## config.mk

```make
export PLATFORM = sky130hd
export DESIGN_NAME = tmr8_timer
export DESIGN_NICKNAME = d
export VERILOG_FILES = /design/src/rtl/tmr8_pkg.sv /design/src/rtl/tmr8_timer.sv
export SDC_FILE = /design/constraint.sdc
export NUM_CORES = 1
export LEC_CHECK = 0
export ABC_AREA = 1
export BUFFER_PORTS_ARGS = -buffer_cell sky130_fd_sc_hd__buf_2
export CAP_MARGIN = 20
export CORE_AREA = 8 8 117 119
export DETAILED_ROUTE_END_ITERATION = 6
export DIE_AREA = 0 0 125 127
export PLACE_DENSITY = 0.76
export SYNTH_ARGS = -nofsm -noshare
export SYNTH_HDL_FRONTEND = slang
export SYNTH_SLANG_ARGS = --single-unit
```

## constraint.sdc

```tcl
create_clock -name clk -period 3.25 [get_ports clk]
set_input_delay 0.975 -clock clk [delete_from_list [all_inputs] [get_ports clk]]
set_output_delay 0.975 -clock clk [all_outputs]
set_load 0.1 [all_outputs]
```

## src/rtl/tmr8_pkg.sv

```systemverilog
`default_nettype none
package tmr8_pkg;
  // ----------------------------------------------------------------
  // register map: indices, byte address is four times the index
  // ----------------------------------------------------------------
  localparam logic [7:0] IDX_CTRL_A = 8'h44;
  localparam logic [7:0] IDX_CTRL_B = 8'h45;
  localparam logic [7:0] IDX_COUNT = 8'h46;
  localparam logic [7:0] IDX_CMP_A = 8'h47;
  localparam logic [7:0] IDX_CMP_B = 8'h48;
  localparam logic [7:0] IDX_FLAGS = 8'h35;
  localparam logic [7:0] IDX_MASK = 8'h6E;
  localparam int ADDR_W = 12;
  localparam int IDX_LSB = 2;

  // ----------------------------------------------------------------
  // field positions
  // ----------------------------------------------------------------
  localparam int CB_FORCE_A = 7;
  localparam int CB_FORCE_B = 6;
  localparam int CB_WAVE2 = 3;
  localparam int CA_OUT_A_LSB = 6;
  localparam int CA_OUT_B_LSB = 4;
  localparam int IRQ_MATCH_B = 2;
  localparam int IRQ_MATCH_A = 1;
  localparam int IRQ_OVF = 0;
  localparam int IRQ_W = 3;

  // ----------------------------------------------------------------
  // values
  // ----------------------------------------------------------------
  localparam logic [7:0] COUNT_MAX = 8'hFF;
  localparam logic [7:0] COUNT_BOTTOM = 8'h00;
  localparam logic [7:0] REG_RESET = 8'h00;
  localparam logic [1:0] RESP_OKAY = 2'h0;
  localparam logic [1:0] RESP_SLVERR = 2'h2;
  localparam int PRESC_W = 10;
  localparam logic [9:0] PRESC_8_MASK = 10'h007;
  localparam logic [9:0] PRESC_64_MASK = 10'h03F;
  localparam logic [9:0] PRESC_256_MASK = 10'h0FF;
  localparam logic [9:0] PRESC_1024_MASK = 10'h3FF;

  // clock source codes
  typedef enum logic [2:0] {
    CS_STOP = 3'h0,
    CS_DIV1 = 3'h1,
    CS_DIV8 = 3'h2,
    CS_DIV64 = 3'h3,
    CS_DIV256 = 3'h4,
    CS_DIV1024 = 3'h5,
    CS_EXT_FALL = 3'h6,
    CS_EXT_RISE = 3'h7
  } tmr8_cs_t;

  // waveform modes
  typedef enum logic [2:0] {
    WM_NORMAL = 3'h0,
    WM_PC_FF = 3'h1,
    WM_CTC = 3'h2,
    WM_FAST_FF = 3'h3,
    WM_RSVD4 = 3'h4,
    WM_PC_CMPA = 3'h5,
    WM_RSVD6 = 3'h6,
    WM_FAST_CMPA = 3'h7
  } tmr8_wave_t;

  // output action codes
  localparam logic [1:0] OUT_OFF = 2'h0;
  localparam logic [1:0] OUT_TOGGLE = 2'h1;
  localparam logic [1:0] OUT_CLEAR = 2'h2;
  localparam logic [1:0] OUT_SET = 2'h3;

  // timer configuration carried as one bundle
  typedef struct packed {
    logic [1:0] out_mode_a;
    logic [1:0] out_mode_b;
    logic [1:0] wave_mode_low_bits;
    logic wave_mode_bit2;
    logic [2:0] clock_source_select;
  } tmr8_cfg_t;
endpackage : tmr8_pkg
`default_nettype wire

```

## src/rtl/tmr8_timer.sv

```systemverilog
// Function
// - force bits act only in non-PWM modes
// - force bit gives one-cycle forced match strobe
// - forced match sets no flag, no clear
// - force bits always read back zero
// - reserved bits read as zero
// - clock select picks stop, prescale or pin
// - pin edges count regardless of pin direction
// - counter is readable and writable by software
// - counter write blocks match on next tick
// - compare registers matched on every tick except the first tick after a counter write
// - request needs mask, global enable, flag
// - match flags set on compare equality
// - vector execution clears its flag
// - writing one clears flag, zero keeps
// - overflow flag set on counter overflow
// - control B bit 3 is mode bit two
// - wave mode selects count sequence and top
// - overflow point depends on wave mode
// - non-PWM match actions toggle, clear, set
`default_nettype none
module tmr8_timer #(
  parameter int CNT_W = 8
) (
  input wire logic clk,
  input wire logic rst,
  input wire logic [tmr8_pkg::ADDR_W-1:0] s_axi_awaddr,
  input wire logic s_axi_awvalid,
  output logic s_axi_awready,
  input wire logic [31:0] s_axi_wdata,
  input wire logic [3:0] s_axi_wstrb,
  input wire logic s_axi_wvalid,
  output logic s_axi_wready,
  output logic [1:0] s_axi_bresp,
  output logic s_axi_bvalid,
  input wire logic s_axi_bready,
  input wire logic [tmr8_pkg::ADDR_W-1:0] s_axi_araddr,
  input wire logic s_axi_arvalid,
  output logic s_axi_arready,
  output logic [31:0] s_axi_rdata,
  output logic [1:0] s_axi_rresp,
  output logic s_axi_rvalid,
  input wire logic s_axi_rready,
  input wire logic ext_count_pin,
  input wire logic global_irq_enable,
  input wire logic [tmr8_pkg::IRQ_W-1:0] vector_ack,
  output logic [tmr8_pkg::IRQ_W-1:0] irq_req,
  output logic wave_out_a,
  output logic wave_out_b,
  output logic wave_oe_a_n,
  output logic wave_oe_b_n
);
  // ----------------------------------------------------------------
  // decoding helpers
  // ----------------------------------------------------------------
  // register index from a byte address
  function automatic logic [7:0] reg_idx(input logic [tmr8_pkg::ADDR_W-1:0] a);
    reg_idx = a[tmr8_pkg::IDX_LSB +: 8];
  endfunction : reg_idx
  // true when the index names a register of this block
  function automatic logic is_mapped(input logic [7:0] i);
    is_mapped = (i == tmr8_pkg::IDX_CTRL_A) || (i == tmr8_pkg::IDX_CTRL_B) ||
                (i == tmr8_pkg::IDX_COUNT) || (i == tmr8_pkg::IDX_CMP_A) ||
                (i == tmr8_pkg::IDX_CMP_B) || (i == tmr8_pkg::IDX_FLAGS) ||
                (i == tmr8_pkg::IDX_MASK);
  endfunction : is_mapped
  // new pin level for one compare-output action
  function automatic logic out_action(input logic [1:0] m, input logic cur);
    unique case (m)
      tmr8_pkg::OUT_TOGGLE: out_action = ~cur;
      tmr8_pkg::OUT_CLEAR: out_action = 1'b0;
      tmr8_pkg::OUT_SET: out_action = 1'b1;
      default: out_action = cur;
    endcase
  endfunction : out_action
  // ----------------------------------------------------------------
  // state
  // ----------------------------------------------------------------
  tmr8_pkg::tmr8_cfg_t cfg_q, cfg_d;
  logic [CNT_W-1:0] count_q, count_d, cmp_a_q, cmp_a_d, cmp_b_q, cmp_b_d;
  logic [tmr8_pkg::IRQ_W-1:0] flags_q, flags_d, mask_q, mask_d, irq_q, irq_d;
  logic down_q, down_d, block_q, block_d, out_a_q, out_a_d, out_b_q, out_b_d;
  logic oe_a_n_q, oe_a_n_d, oe_b_n_q, oe_b_n_d;
  logic [tmr8_pkg::PRESC_W-1:0] presc_q, presc_d;
  logic pin_s1_q, pin_s2_q, pin_s3_q;
  logic aw_got_q, aw_got_d, w_got_q, w_got_d, wr_en_q, wr_en_d;
  logic [7:0] wr_idx_q, wr_idx_d, wr_data_q, wr_data_d;
  logic awready_q, awready_d, wready_q, wready_d, bvalid_q, bvalid_d;
  logic arready_q, arready_d, rvalid_q, rvalid_d;
  logic [1:0] bresp_q, bresp_d, rresp_q, rresp_d;
  logic [31:0] rdata_q, rdata_d;
  tmr8_pkg::tmr8_wave_t wave;
  tmr8_pkg::tmr8_cs_t csel;
  logic is_pwm, is_fast, is_pc;
  logic [CNT_W-1:0] top;
  logic tick, wr_fire;
  logic [7:0] ctrl_a_rd, ctrl_b_rd;
  assign wave = tmr8_pkg::tmr8_wave_t'({cfg_q.wave_mode_bit2, cfg_q.wave_mode_low_bits});
  assign csel = tmr8_pkg::tmr8_cs_t'(cfg_q.clock_source_select);
  assign is_fast = (wave == tmr8_pkg::WM_FAST_FF) || (wave == tmr8_pkg::WM_FAST_CMPA);
  assign is_pc = (wave == tmr8_pkg::WM_PC_FF) || (wave == tmr8_pkg::WM_PC_CMPA);
  assign is_pwm = is_fast || is_pc;
  assign wr_fire = aw_got_q && w_got_q && !bvalid_q;
  // top of count per waveform mode
  always_comb begin
    unique case (wave)
      tmr8_pkg::WM_CTC, tmr8_pkg::WM_PC_CMPA, tmr8_pkg::WM_FAST_CMPA: top = cmp_a_q;
      default: top = CNT_W'(tmr8_pkg::COUNT_MAX);
    endcase
  end
  // ----------------------------------------------------------------
  // clock select, prescaler and external pin
  // ----------------------------------------------------------------
  // free-running prescaler shared by all divided rates
  always_comb begin
    presc_d = presc_q + tmr8_pkg::PRESC_W'(1);
  end
  always_ff @(posedge clk or posedge rst) begin
    if (rst) begin
      presc_q <= '0;
      pin_s1_q <= 1'b0;
      pin_s2_q <= 1'b0;
      pin_s3_q <= 1'b0;
    end else begin
      presc_q <= presc_d;
      pin_s1_q <= ext_count_pin; // pin read whatever its direction
      pin_s2_q <= pin_s1_q;
      pin_s3_q <= pin_s2_q;
    end
  end
  // timer tick from the selected source
  always_comb begin
    unique case (csel)
      tmr8_pkg::CS_STOP: tick = 1'b0;
      tmr8_pkg::CS_DIV1: tick = 1'b1;
      tmr8_pkg::CS_DIV8: tick = &(presc_q | ~tmr8_pkg::PRESC_8_MASK);
      tmr8_pkg::CS_DIV64: tick = &(presc_q | ~tmr8_pkg::PRESC_64_MASK);
      tmr8_pkg::CS_DIV256: tick = &(presc_q | ~tmr8_pkg::PRESC_256_MASK);
      tmr8_pkg::CS_DIV1024: tick = &(presc_q | ~tmr8_pkg::PRESC_1024_MASK);
      tmr8_pkg::CS_EXT_FALL: tick = pin_s3_q && !pin_s2_q;
      tmr8_pkg::CS_EXT_RISE: tick = !pin_s3_q && pin_s2_q;
    endcase
  end
  // ----------------------------------------------------------------
  // counter, compare, flags and waveform
  // ----------------------------------------------------------------
  // next values of the timer core and its registers
  always_comb begin
    logic match_a, match_b, ovf, at_top, at_bottom, force_a, force_b;
    logic [tmr8_pkg::IRQ_W-1:0] set_v, clr_v;
    match_a = 1'b0;
    match_b = 1'b0;
    ovf = 1'b0;
    at_top = count_q == top;
    at_bottom = count_q == CNT_W'(tmr8_pkg::COUNT_BOTTOM);
    force_a = 1'b0;
    force_b = 1'b0;
    set_v = '0;
    clr_v = vector_ack;
    cfg_d = cfg_q;
    count_d = count_q;
    cmp_a_d = cmp_a_q;
    cmp_b_d = cmp_b_q;
    mask_d = mask_q;
    down_d = down_q;
    block_d = block_q;
    out_a_d = out_a_q;
    out_b_d = out_b_q;
    if (tick) begin
      match_a = !block_q && (count_q == cmp_a_q);
      match_b = !block_q && (count_q == cmp_b_q);
      block_d = 1'b0;
      if (is_pc) begin
        if (!down_q && at_top) begin
          down_d = 1'b1;
          count_d = count_q - CNT_W'(1);
        end else if (down_q && at_bottom) begin
          down_d = 1'b0;
          count_d = count_q + CNT_W'(1);
        end else begin
          count_d = down_q ? count_q - CNT_W'(1) : count_q + CNT_W'(1);
        end
        ovf = down_q && at_bottom;
      end else if (is_fast || wave == tmr8_pkg::WM_CTC) begin
        count_d = at_top ? CNT_W'(tmr8_pkg::COUNT_BOTTOM) : count_q + CNT_W'(1);
        ovf = (wave == tmr8_pkg::WM_FAST_CMPA) ? at_top :
              (count_q == CNT_W'(tmr8_pkg::COUNT_MAX));
      end else begin
        count_d = count_q + CNT_W'(1);
        ovf = count_q == CNT_W'(tmr8_pkg::COUNT_MAX);
      end
    end
    // waveform update on real matches, and in fast PWM also at top
    if (is_fast) begin
      if (cfg_q.out_mode_a[1] && match_a && !(cmp_a_q == top))
        out_a_d = ~cfg_q.out_mode_a[0];
      else if (cfg_q.out_mode_a[1] && tick && at_top)
        out_a_d = cfg_q.out_mode_a[0];
      else if (cfg_q.out_mode_a == tmr8_pkg::OUT_TOGGLE && cfg_q.wave_mode_bit2 && match_a)
        out_a_d = ~out_a_q;
      if (cfg_q.out_mode_b[1] && match_b && !(cmp_b_q == top))
        out_b_d = ~cfg_q.out_mode_b[0];
      else if (cfg_q.out_mode_b[1] && tick && at_top)
        out_b_d = cfg_q.out_mode_b[0];
    end else if (is_pc) begin
      if (cfg_q.out_mode_a[1] && match_a)
        out_a_d = cfg_q.out_mode_a[0] ^ down_q;
      else if (cfg_q.out_mode_a == tmr8_pkg::OUT_TOGGLE && cfg_q.wave_mode_bit2 && match_a)
        out_a_d = ~out_a_q;
      if (cfg_q.out_mode_b[1] && match_b)
        out_b_d = cfg_q.out_mode_b[0] ^ down_q;
    end else begin
      if (match_a)
        out_a_d = out_action(cfg_q.out_mode_a, out_a_q);
      if (match_b)
        out_b_d = out_action(cfg_q.out_mode_b, out_b_q);
    end
    set_v[tmr8_pkg::IRQ_MATCH_A] = match_a;
    set_v[tmr8_pkg::IRQ_MATCH_B] = match_b;
    set_v[tmr8_pkg::IRQ_OVF] = ovf;
    // software writes
    if (wr_en_q && wr_fire) begin
      unique case (wr_idx_q)
        tmr8_pkg::IDX_CTRL_A: begin
          cfg_d.out_mode_a = wr_data_q[tmr8_pkg::CA_OUT_A_LSB +: 2];
          cfg_d.out_mode_b = wr_data_q[tmr8_pkg::CA_OUT_B_LSB +: 2];
          cfg_d.wave_mode_low_bits = wr_data_q[1:0];
        end
        tmr8_pkg::IDX_CTRL_B: begin
          cfg_d.wave_mode_bit2 = wr_data_q[tmr8_pkg::CB_WAVE2];
          cfg_d.clock_source_select = wr_data_q[2:0];
          force_a = wr_data_q[tmr8_pkg::CB_FORCE_A] && !is_pwm;
          force_b = wr_data_q[tmr8_pkg::CB_FORCE_B] && !is_pwm;
        end
        tmr8_pkg::IDX_COUNT: begin
          count_d = wr_data_q[CNT_W-1:0];
          block_d = 1'b1;
        end
        tmr8_pkg::IDX_CMP_A: cmp_a_d = wr_data_q[CNT_W-1:0];
        tmr8_pkg::IDX_CMP_B: cmp_b_d = wr_data_q[CNT_W-1:0];
        tmr8_pkg::IDX_FLAGS: clr_v = clr_v | wr_data_q[tmr8_pkg::IRQ_W-1:0];
        tmr8_pkg::IDX_MASK: mask_d = wr_data_q[tmr8_pkg::IRQ_W-1:0];
        default: ;
      endcase
    end
    // forced match moves the pin only, no flag and no clear
    if (force_a)
      out_a_d = out_action(cfg_q.out_mode_a, out_a_q);
    if (force_b)
      out_b_d = out_action(cfg_q.out_mode_b, out_b_q);
    flags_d = (flags_q & ~clr_v) | set_v; // set wins over clear
    irq_d = flags_d & mask_d & {tmr8_pkg::IRQ_W{global_irq_enable}};
    oe_a_n_d = cfg_d.out_mode_a == tmr8_pkg::OUT_OFF;
    oe_b_n_d = cfg_d.out_mode_b == tmr8_pkg::OUT_OFF;
  end
  always_ff @(posedge clk or posedge rst) begin
    if (rst) begin
      cfg_q <= '0;
      count_q <= '0;
      cmp_a_q <= '0;
      cmp_b_q <= '0;
      flags_q <= '0;
      mask_q <= '0;
      irq_q <= '0;
      down_q <= 1'b0;
      block_q <= 1'b0;
      out_a_q <= 1'b0;
      out_b_q <= 1'b0;
      oe_a_n_q <= 1'b1;
      oe_b_n_q <= 1'b1;
    end else begin
      cfg_q <= cfg_d;
      count_q <= count_d;
      cmp_a_q <= cmp_a_d;
      cmp_b_q <= cmp_b_d;
      flags_q <= flags_d;
      mask_q <= mask_d;
      irq_q <= irq_d;
      down_q <= down_d;
      block_q <= block_d;
      out_a_q <= out_a_d;
      out_b_q <= out_b_d;
      oe_a_n_q <= oe_a_n_d;
      oe_b_n_q <= oe_b_n_d;
    end
  end
  // ----------------------------------------------------------------
  // AXI4-Lite slave
  // ----------------------------------------------------------------
  // readback images, force and reserved bits forced low
  assign ctrl_a_rd = {cfg_q.out_mode_a, cfg_q.out_mode_b, 2'h0, cfg_q.wave_mode_low_bits};
  assign ctrl_b_rd = {4'h0, cfg_q.wave_mode_bit2, cfg_q.clock_source_select};
  // channel handshakes and read data
  always_comb begin
    logic [7:0] ri;
    logic [7:0] rv;
    ri = reg_idx(s_axi_araddr);
    rv = tmr8_pkg::REG_RESET;
    aw_got_d = aw_got_q;
    w_got_d = w_got_q;
    wr_idx_d = wr_idx_q;
    wr_data_d = wr_data_q;
    wr_en_d = wr_en_q;
    bvalid_d = bvalid_q;
    bresp_d = bresp_q;
    rvalid_d = rvalid_q;
    rresp_d = rresp_q;
    rdata_d = rdata_q;
    if (s_axi_awvalid && awready_q) begin
      aw_got_d = 1'b1;
      wr_idx_d = reg_idx(s_axi_awaddr);
    end
    if (s_axi_wvalid && wready_q) begin
      w_got_d = 1'b1;
      wr_data_d = s_axi_wdata[7:0];
      wr_en_d = s_axi_wstrb[0];
    end
    if (wr_fire) begin
      aw_got_d = 1'b0;
      w_got_d = 1'b0;
      bvalid_d = 1'b1;
      bresp_d = is_mapped(wr_idx_q) ? tmr8_pkg::RESP_OKAY : tmr8_pkg::RESP_SLVERR;
    end else if (bvalid_q && s_axi_bready) begin
      bvalid_d = 1'b0;
    end
    unique case (ri)
      tmr8_pkg::IDX_CTRL_A: rv = ctrl_a_rd;
      tmr8_pkg::IDX_CTRL_B: rv = ctrl_b_rd;
      tmr8_pkg::IDX_COUNT: rv = 8'(count_q);
      tmr8_pkg::IDX_CMP_A: rv = 8'(cmp_a_q);
      tmr8_pkg::IDX_CMP_B: rv = 8'(cmp_b_q);
      tmr8_pkg::IDX_FLAGS: rv = {5'h00, flags_q};
      tmr8_pkg::IDX_MASK: rv = {5'h00, mask_q};
      default: rv = tmr8_pkg::REG_RESET;
    endcase
    if (s_axi_arvalid && arready_q) begin
      rvalid_d = 1'b1;
      rdata_d = {24'h000000, rv};
      rresp_d = is_mapped(ri) ? tmr8_pkg::RESP_OKAY : tmr8_pkg::RESP_SLVERR;
    end else if (rvalid_q && s_axi_rready) begin
      rvalid_d = 1'b0;
    end
    awready_d = !aw_got_d && !bvalid_d;
    wready_d = !w_got_d && !bvalid_d;
    arready_d = !rvalid_d;
  end
  always_ff @(posedge clk or posedge rst) begin
    if (rst) begin
      aw_got_q <= 1'b0;
      w_got_q <= 1'b0;
      wr_idx_q <= '0;
      wr_data_q <= '0;
      wr_en_q <= 1'b0;
      awready_q <= 1'b0;
      wready_q <= 1'b0;
      bvalid_q <= 1'b0;
      bresp_q <= tmr8_pkg::RESP_OKAY;
      arready_q <= 1'b0;
      rvalid_q <= 1'b0;
      rresp_q <= tmr8_pkg::RESP_OKAY;
      rdata_q <= '0;
    end else begin
      aw_got_q <= aw_got_d;
      w_got_q <= w_got_d;
      wr_idx_q <= wr_idx_d;
      wr_data_q <= wr_data_d;
      wr_en_q <= wr_en_d;
      awready_q <= awready_d;
      wready_q <= wready_d;
      bvalid_q <= bvalid_d;
      bresp_q <= bresp_d;
      arready_q <= arready_d;
      rvalid_q <= rvalid_d;
      rresp_q <= rresp_d;
      rdata_q <= rdata_d;
    end
  end
  // outputs straight from flip-flops
  assign s_axi_awready = awready_q;
  assign s_axi_wready = wready_q;
  assign s_axi_bvalid = bvalid_q;
  assign s_axi_bresp = bresp_q;
  assign s_axi_arready = arready_q;
  assign s_axi_rvalid = rvalid_q;
  assign s_axi_rresp = rresp_q;
  assign s_axi_rdata = rdata_q;
  assign irq_req = irq_q;
  assign wave_out_a = out_a_q;
  assign wave_out_b = out_b_q;
  assign wave_oe_a_n = oe_a_n_q;
  assign wave_oe_b_n = oe_b_n_q;
endmodule : tmr8_timer
`default_nettype wire

```

==> flow_summary.yaml, run 1 <==
power:
  peakVddDrop_v: 0.000516
  p_leak_nw: 3.31
  powerDensity_nw_per_um2: 699
  power_w: 0.00448
floorplanning:
  dieArea_um2: 15900
  die_h_um: 127
  core.rowCount: 40
  fp.dieW_um: 125
  core_area_um2: 11800
  start_util_pct: 49.2
  ios: 120
status:
  outcome: "completed"
sta:
  tns_ns: 0
  drv_slew: 0
  tightest_slew_ns: 0.623
  hold_viol: 0
  skew_ns: 0.00966
  rsz0062_at_grt: "no"
  max_freq_mhz: 438
  relSlewSlack_pct: 58.4
  setup_violations: 0
  timing.final.crit_share_pct: 70.2
  period_needed_ns: 2.28
clock_tree:
  numCtsBuffers: 9
  cts_buffer_depth: 2
  cts_tree: "yes"
  clock_sinks: 96
  clock_tree.root_cell: "clkbuf_16"
  cts_hold_buf: 0
  htreeDepth: 3
  clk_pin_slew_worst_paths_ns: 0.07
  ctsResizeCount: 0
  clkLatencyLatePin_ns: 0.35
  cts_setup_buffers: 0
critical_path:
  worst-path-buf-inv: 1
  critPathTopFamily: "simple AND/OR/NAND/NOR gates"
  max_stage_delay_ns: 0.39
  critPathLaunchType: "flop"
  required_ns: 3.50
  end_kind: "flop"
  crit_arrival_ns: 2.53
  crit_type: "reg -> reg"
  cp_common_cell: "nand2_1"
  crit_chain: "inv_1, nand3_2, nand2_4, nand2_1, nand2_1, nand2_1, nand2_1, nor2_2, nand2_1, nor2_1, o21ai_0, nand2_1, and3_1"
  cpMaxStageDelayCell: "dfrtp_1"
  path_max_fanout: 16
synth:
  syn_area_per_cell_um2: 7.37
  synth-main-ff-cell: "dfrtp_1"
  ys_seq_elements: 96
  yosys_warnings: 0
  synthCells: 788
  synth_edf_count: 0
  synth_area_um2: 5810
  synthArstFlopShare_pct: 100
  synthDistinctLibCells: 44
  yosysSeqAreaShare_pct: 41.4
final_layout:
  diodes: 0
  fin_cells: 998
  area_delta_synth_final_pct: 10.4
  layout-drive-gt1-share_pct: 13.5
  nets: 923
  layout_common_cells: "nand2_1, inv_1, dfrtp_1"
  layout_commonest_cell: "nand2_1"
placed_design:
  io_buffers: 58
  gp_congestion: 0.967
  place_hpwl_um: 11700
  place_inst: 982
routing:
  vias: 5280
  viasPerCell: 5.29
  drt_iter0_markers: 404
  ant_nets: 0
  drtPass1Iterations: 5
  post_drt_wl_per_cell_um: 15.5
  wirelength_um: 15400
  drc_errors: 0
global_routing:
  grt-ovfl-total: 0
  grt_pass1_wl_um: 25500
  grt_antenna_before_repair: 0
  grt_pass1_vias: 5190
  grtUsageTotal_pct: 19.9
  grt_max_degree: 34
min_path:
  hold_class: "reg -> reg"
flow_run:
  max_cap_viol_count: 0
==> layout make-up <==
type	count	area, um2
inverter	105	398
fill	1159	5400
multi-input combinational	572	2800
timing repair buffer	62	320
clock buffer	12	267
clock inverter	4	33.8
tap	147	184
sequential	96	2400
==> metrics by stage <==
| stage | setup slack (ns) | instance area [um2] | hold WS [ns] | util, % |
|---|---|---|---|---|
| 2_1_floorplan | 1.06 | 5900 | 0.331 | - |
| 3_3_place_gp | 0.850 | 6110 | 0.340 | 51.7 |
| 3_5_place_dp | 0.862 | 6110 | 0.340 | 51.7 |
| 4_1_cts | 0.979 | 6410 | 0.355 | 54.2 |
| 5_1_grt | 0.701 | 6410 | 0.361 | 54.2 |
| 6_report | 0.969 | 6410 | 0.354 | 54.2 |
==> final timing paths <==
kind,startpoint,end,slack (ns),cells past startpoint
max,cfg_q[3]$_DFFE_PP0P_,irq_req[0]$_DFF_PP0_,0.97,13
min in group asynchronous,rst,wr_idx_q[7]$_DFFE_PP0P_,0.55,2
min,pin_s1_q$_DFF_PP0_,pin_s2_q$_DFF_PP0_,0.35,0
max in group asynchronous,rst,s_axi_rdata[6]$_DFFE_PP0P_,2.04,3
max reg2reg,cfg_q[3]$_DFFE_PP0P_,irq_req[0]$_DFF_PP0_,0.97,13
min reg2reg,pin_s1_q$_DFF_PP0_,pin_s2_q$_DFF_PP0_,0.35,0
==> layer usage <==
layer  up-vias  share of wire, %  GRT usage, %
met2       237                44          31.0
met5         -                 0             0
met3        32               8.7          4.66
li1       2611                 -             -
met1      2400                44          25.7
met4         0               3.1          9.46
==> flip-flops by register name, summed over array words and instances (netlist names), 7 cells and up <==
name / count
presc_q: 10
cmp_a_q: 8
cmp_b_q: 8
count_q: 8
s_axi_rdata: 8
wr_data_q: 8
wr_idx_q: 8
cfg_q: 7
==> Yosys cell counts, drive strengths merged, types with 2 or more instances <==
cell / instances / area (um2)
nor2: 60 / 264
a21oi: 21 / 128
o21a: 2 / 15.0
inv: 103 / 387
buf: 32 / 250
nand3: 58 / 330
xor2: 15 / 131
o21ai: 75 / 383
nor3: 13 / 70.1
a31oi: 3 / 18.8
ha: 5 / 62.6
nand4: 13 / 81.3
a22oi: 2 / 15.0
o41ai: 2 / 17.5
o22ai: 18 / 113
nand2: 241 / 935
clkbuf: 8 / 50.1
dfstp: 2 / 52.6
and3: 3 / 18.8
clkinv: 2 / 7.51
xnor2: 8 / 70.1
nor4: 3 / 18.8
dfrtp: 94 / 2350
==> power by group <==
| part | leakage, nW | switching (W) | internal [W] |
|---|---|---|---|
| clock | 0.151 | 0.000481 | 0.000590 |
| sequential | 1.26 | 0.000234 | 0.00143 |
| combinational | 1.90 | 0.00133 | 0.000417 |
| total | 3.31 | 0.00205 | 0.00243 |
==> cells by family after synthesis <==
| group | count (synthesis) | synth area share [%] |
|---|---|---|
| AOI/OAI and AO/OA | 127 | 12.4 |
| xor gates and xnor gates | 23 | 3.47 |
| adders and majority gates | 5 | 1.08 |
| buffers and inverters | 145 | 12.0 |
| DFF | 96 | 41.4 |
| other | 1 | 0.0646 |
| and+or+nand+nor | 391 | 29.6 |
No activity file was read; power rests on OpenSTA's default activity.
==> run 2, diff against run 1 <==
- ABC_AREA: 1 -> 0
- CORE_AREA: 8 8 117 119 -> 8 8 116 118
- DIE_AREA: 0 0 125 127 -> 0 0 124 126
- clock period: 3.25 -> 2 ns (I/O delays scaled with it)
==> run 2 against run 1 <==
  * Combinational power rose by 65%
  * Synthesized cell count decreased by 25%
  * First-iteration DRC count grew 19%
  * The flow now finishes with violations (negative setup slack)
  * Global-route usage rose by 4.2 points
  * Flip-flop and latch count did not move
  * Critical endpoint is now count_q[2]$_DFF_PP0_
  * Setup slack got worse by 1.6 ns
  * Register-to-register slack worse by 1.6 ns
  * Wire length rose by 24%
==> flow_summary.yaml, run 2 <==
status:
  outcome: "finished with violations"
  violations: "negative setup slack"
synth:
  synthCells: 594
  synthArstFlopShare_pct: 100
  yosys_warnings: 0
  yosysTopAreaCell: "dfrtp_1"
  synth_top_area_share_pct: 41.4
  yosysSeqAreaShare_pct: 42.3
  synth_edf_count: 0
  synthDistinctLibCells: 68
  syn_area_per_cell_um2: 9.56
  synth_area_um2: 5680
  synth-main-ff-cell: "dfrtp_1"
  yosysMostFrequentCell: "dfrtp_1"
  ys_seq_elements: 96
  synth_common_cells: "dfrtp_1, nand2_1, mux2_2"
  synthTopCellsByArea: "dfrtp_1, mux2_2, nand2_1"
final_layout:
  fin_cells: 929
  layout_commonest_cell: "buf_4"
  largest_reg_flops: 10
  regArea_um2: 2410
  n_fill_cell: 914
  area_delta_synth_final_pct: 39.0
  multi_input_area_um2: 3460
  largest_register: "presc_q"
  layout_common_cells: "buf_4, dfrtp_1, buf_2"
  design_area_um2: 7890
  layout-drive-gt1-share_pct: 44.1
  diodes: 0
  nets: 854
placed_design:
  place_inst: 895
  placed_cell_area_um2: 7040
  gp_congestion: 0.960
  io_buffers: 58
  place_hpwl_um: 14000
global_routing:
  grt_use_met1_pct: 30.1
  grt_pass1_wl_um: 29200
  grt.met2_usage_pct: 40.2
  grt_antenna_before_repair: 0
  grt-ovfl-total: 0
  grt_pass1_vias: 5537
  grtUsageTotal_pct: 24.1
  grtUsageMet3_pct: 4.20
  grt.busiest_layer: "met2"
  grt_max_degree: 30
clock_tree:
  clk_pin_slew_worst_paths_ns: 0.07
  cts_buffer_depth: 2
  clock_tree.root_cell: "clkbuf_16"
  clkLatencyLatePin_ns: 0.35
  clock_sinks: 96
  htreeDepth: 3
  cts_tree: "yes"
  cts_hold_buf: 0
  numCtsBuffers: 9
sta:
  skew_ns: 0.00611
  relSlewSlack_pct: 64.2
  hold_viol: 0
  period_needed_ns: 2.61
  tns_ns: -6.77
  rsz0062_at_grt: "yes"
  timing.final.crit_share_pct: 131
  finalWorstSetupSlack_ns: -0.611
  tightest_slew_ns: 0.535
  setup_violations: 20
  drv_slew: 0
  max_freq_mhz: 383
routing:
  drtPass1Iterations: 5
  ant_nets: 0
  wirelength_um: 19200
  drc_errors: 0
  drt_iter0_markers: 481
  post_drt_wl_per_cell_um: 20.7
  vias: 5453
  viasPerCell: 5.87
power:
  peakVddDrop_v: 0.00111
  p_leak_nw: 3.69
  powerDensity_nw_per_um2: 924
critical_path:
  critPathLaunchType: "flop"
  rr_startpoint: "cfg_q[3]$_DFFE_PP0P_"
  crit_arrival_ns: 2.84
  crit_end: "count_q[2]$_DFF_PP0_"
  crit_type: "reg -> reg"
  required_ns: 2.23
  critPathLaunch: "cfg_q[3]$_DFFE_PP0P_"
  path_max_fanout: 5
  reg2reg_depth: 10
  end_kind: "flop"
  r2r-end: "count_q[2]$_DFF_PP0_"
  rrSetupSlack_ns: -0.61
floorplanning:
  core.rowCount: 40
  die_h_um: 126
  dieArea_um2: 15600
  fp.dieW_um: 124
  core_area_um2: 11700
  start_util_pct: 48.5
  ios: 120
min_path:
  hold_class: "in -> async"
flow_run:
  max_cap_viol_count: 0
run 2: cell count changes after synthesis, sizes merged, moves of 8 or more:
cell	change
o22ai	-15
inv	-80
nand2	-186
a22oi	+8
xnor2	+9
nand2b	+16
nor2b	+10
nor2	-20
o21ai	-57
clkbuf	+10
mux2	+46
nand3	-29
run 2: worst min-delay path by stage:
stage,start,endpoint,slack [ns],depth (start not counted)
3_3_place_gp,pin_s1_q$_DFF_PP0_,pin_s2_q$_DFF_PP0_,0.33,0
2_1_floorplan,pin_s1_q$_DFF_PP0_,pin_s2_q$_DFF_PP0_,0.33,0
6_report,rst,mask_q[2]$_DFF_PP0_,0.29,2
5_1_grt,rst,wr_data_q[4]$_DFFE_PP0P_,0.32,2
3_5_place_dp,pin_s1_q$_DFF_PP0_,pin_s2_q$_DFF_PP0_,0.36,0
4_1_cts,rst,mask_q[2]$_DFF_PP0_,0.30,2
run 2: per-stage QoR:
stage	hold slack (ns)	util [%]	total power (W)	worst slack [ns]
after detailed placement	0.356	60.1	0.00532	-0.790
after global placement	0.332	60.1	0.00526	-0.834
after floorplan	0.331	-	0.00443	-0.627
final	0.293	67.4	0.00729	-0.611
after CTS	0.295	65.1	0.00705	-0.588
after global routing	0.319	67.4	0.00757	-0.733
run 2: timing repair:
action,CTS,global route
gates resized for setup,45,44
setup buffers,11,12
pin swaps,16,24
setup endpoints to repair,20,29
run 2: per-layer routing:
layer,share of wire (%),vias to the layer above
met1,41,2667
met4,2.7,0
li1,-,2476
met3,7.0,36
met2,50,274
met5,0,-
run 2: critical path, cell delays in order, from the launching register on:
cell	delay (ns)
dfrtp_1	0.39
or3b_4	0.45
nand3_1	0.12
o211a_1	0.20
nand2_2	0.10
buf_4	0.17
o41ai_4	0.45
nor2_2	0.11
o21a_1	0.21
a2111oi_2	0.22
nor3_1	0.08
run 2: power by group:
group	internal, W	leakage, nW	switching (W)
logic	0.00106	2.32	0.00182
clock network	0.000849	0.133	0.000787
registers	0.00229	1.24	0.000483
total	0.00421	3.69	0.00309
run 2: layout make-up:
cell class / instances / area share, %
Timing Repair Buffer: 201 / 18.7
Clock buffer: 10 / 2.90
Multi-Input combinational cell: 446 / 43.9
Tap cell: 147 / 2.33
Clock inverter: 6 / 0.555
Sequential cell: 96 / 30.5
Inverter: 23 / 1.14
run 2: logic make-up (layout without fill, tap and decap cells):
logic type                 Yosys count  count (layout)  share of synthesized area (%)
buffers and inverters               77             240                           7.29
muxes                               48              48                           9.47
DFF                                 96              96                           42.3
AOI/OAI and AO/OA                  121             121                           15.8
xor gates and xnor gates            26              26                           4.01
and+or+nand+nor                    220             220                           19.9
other                                1              26                         0.0660
adders and majority gates            5               5                           1.10
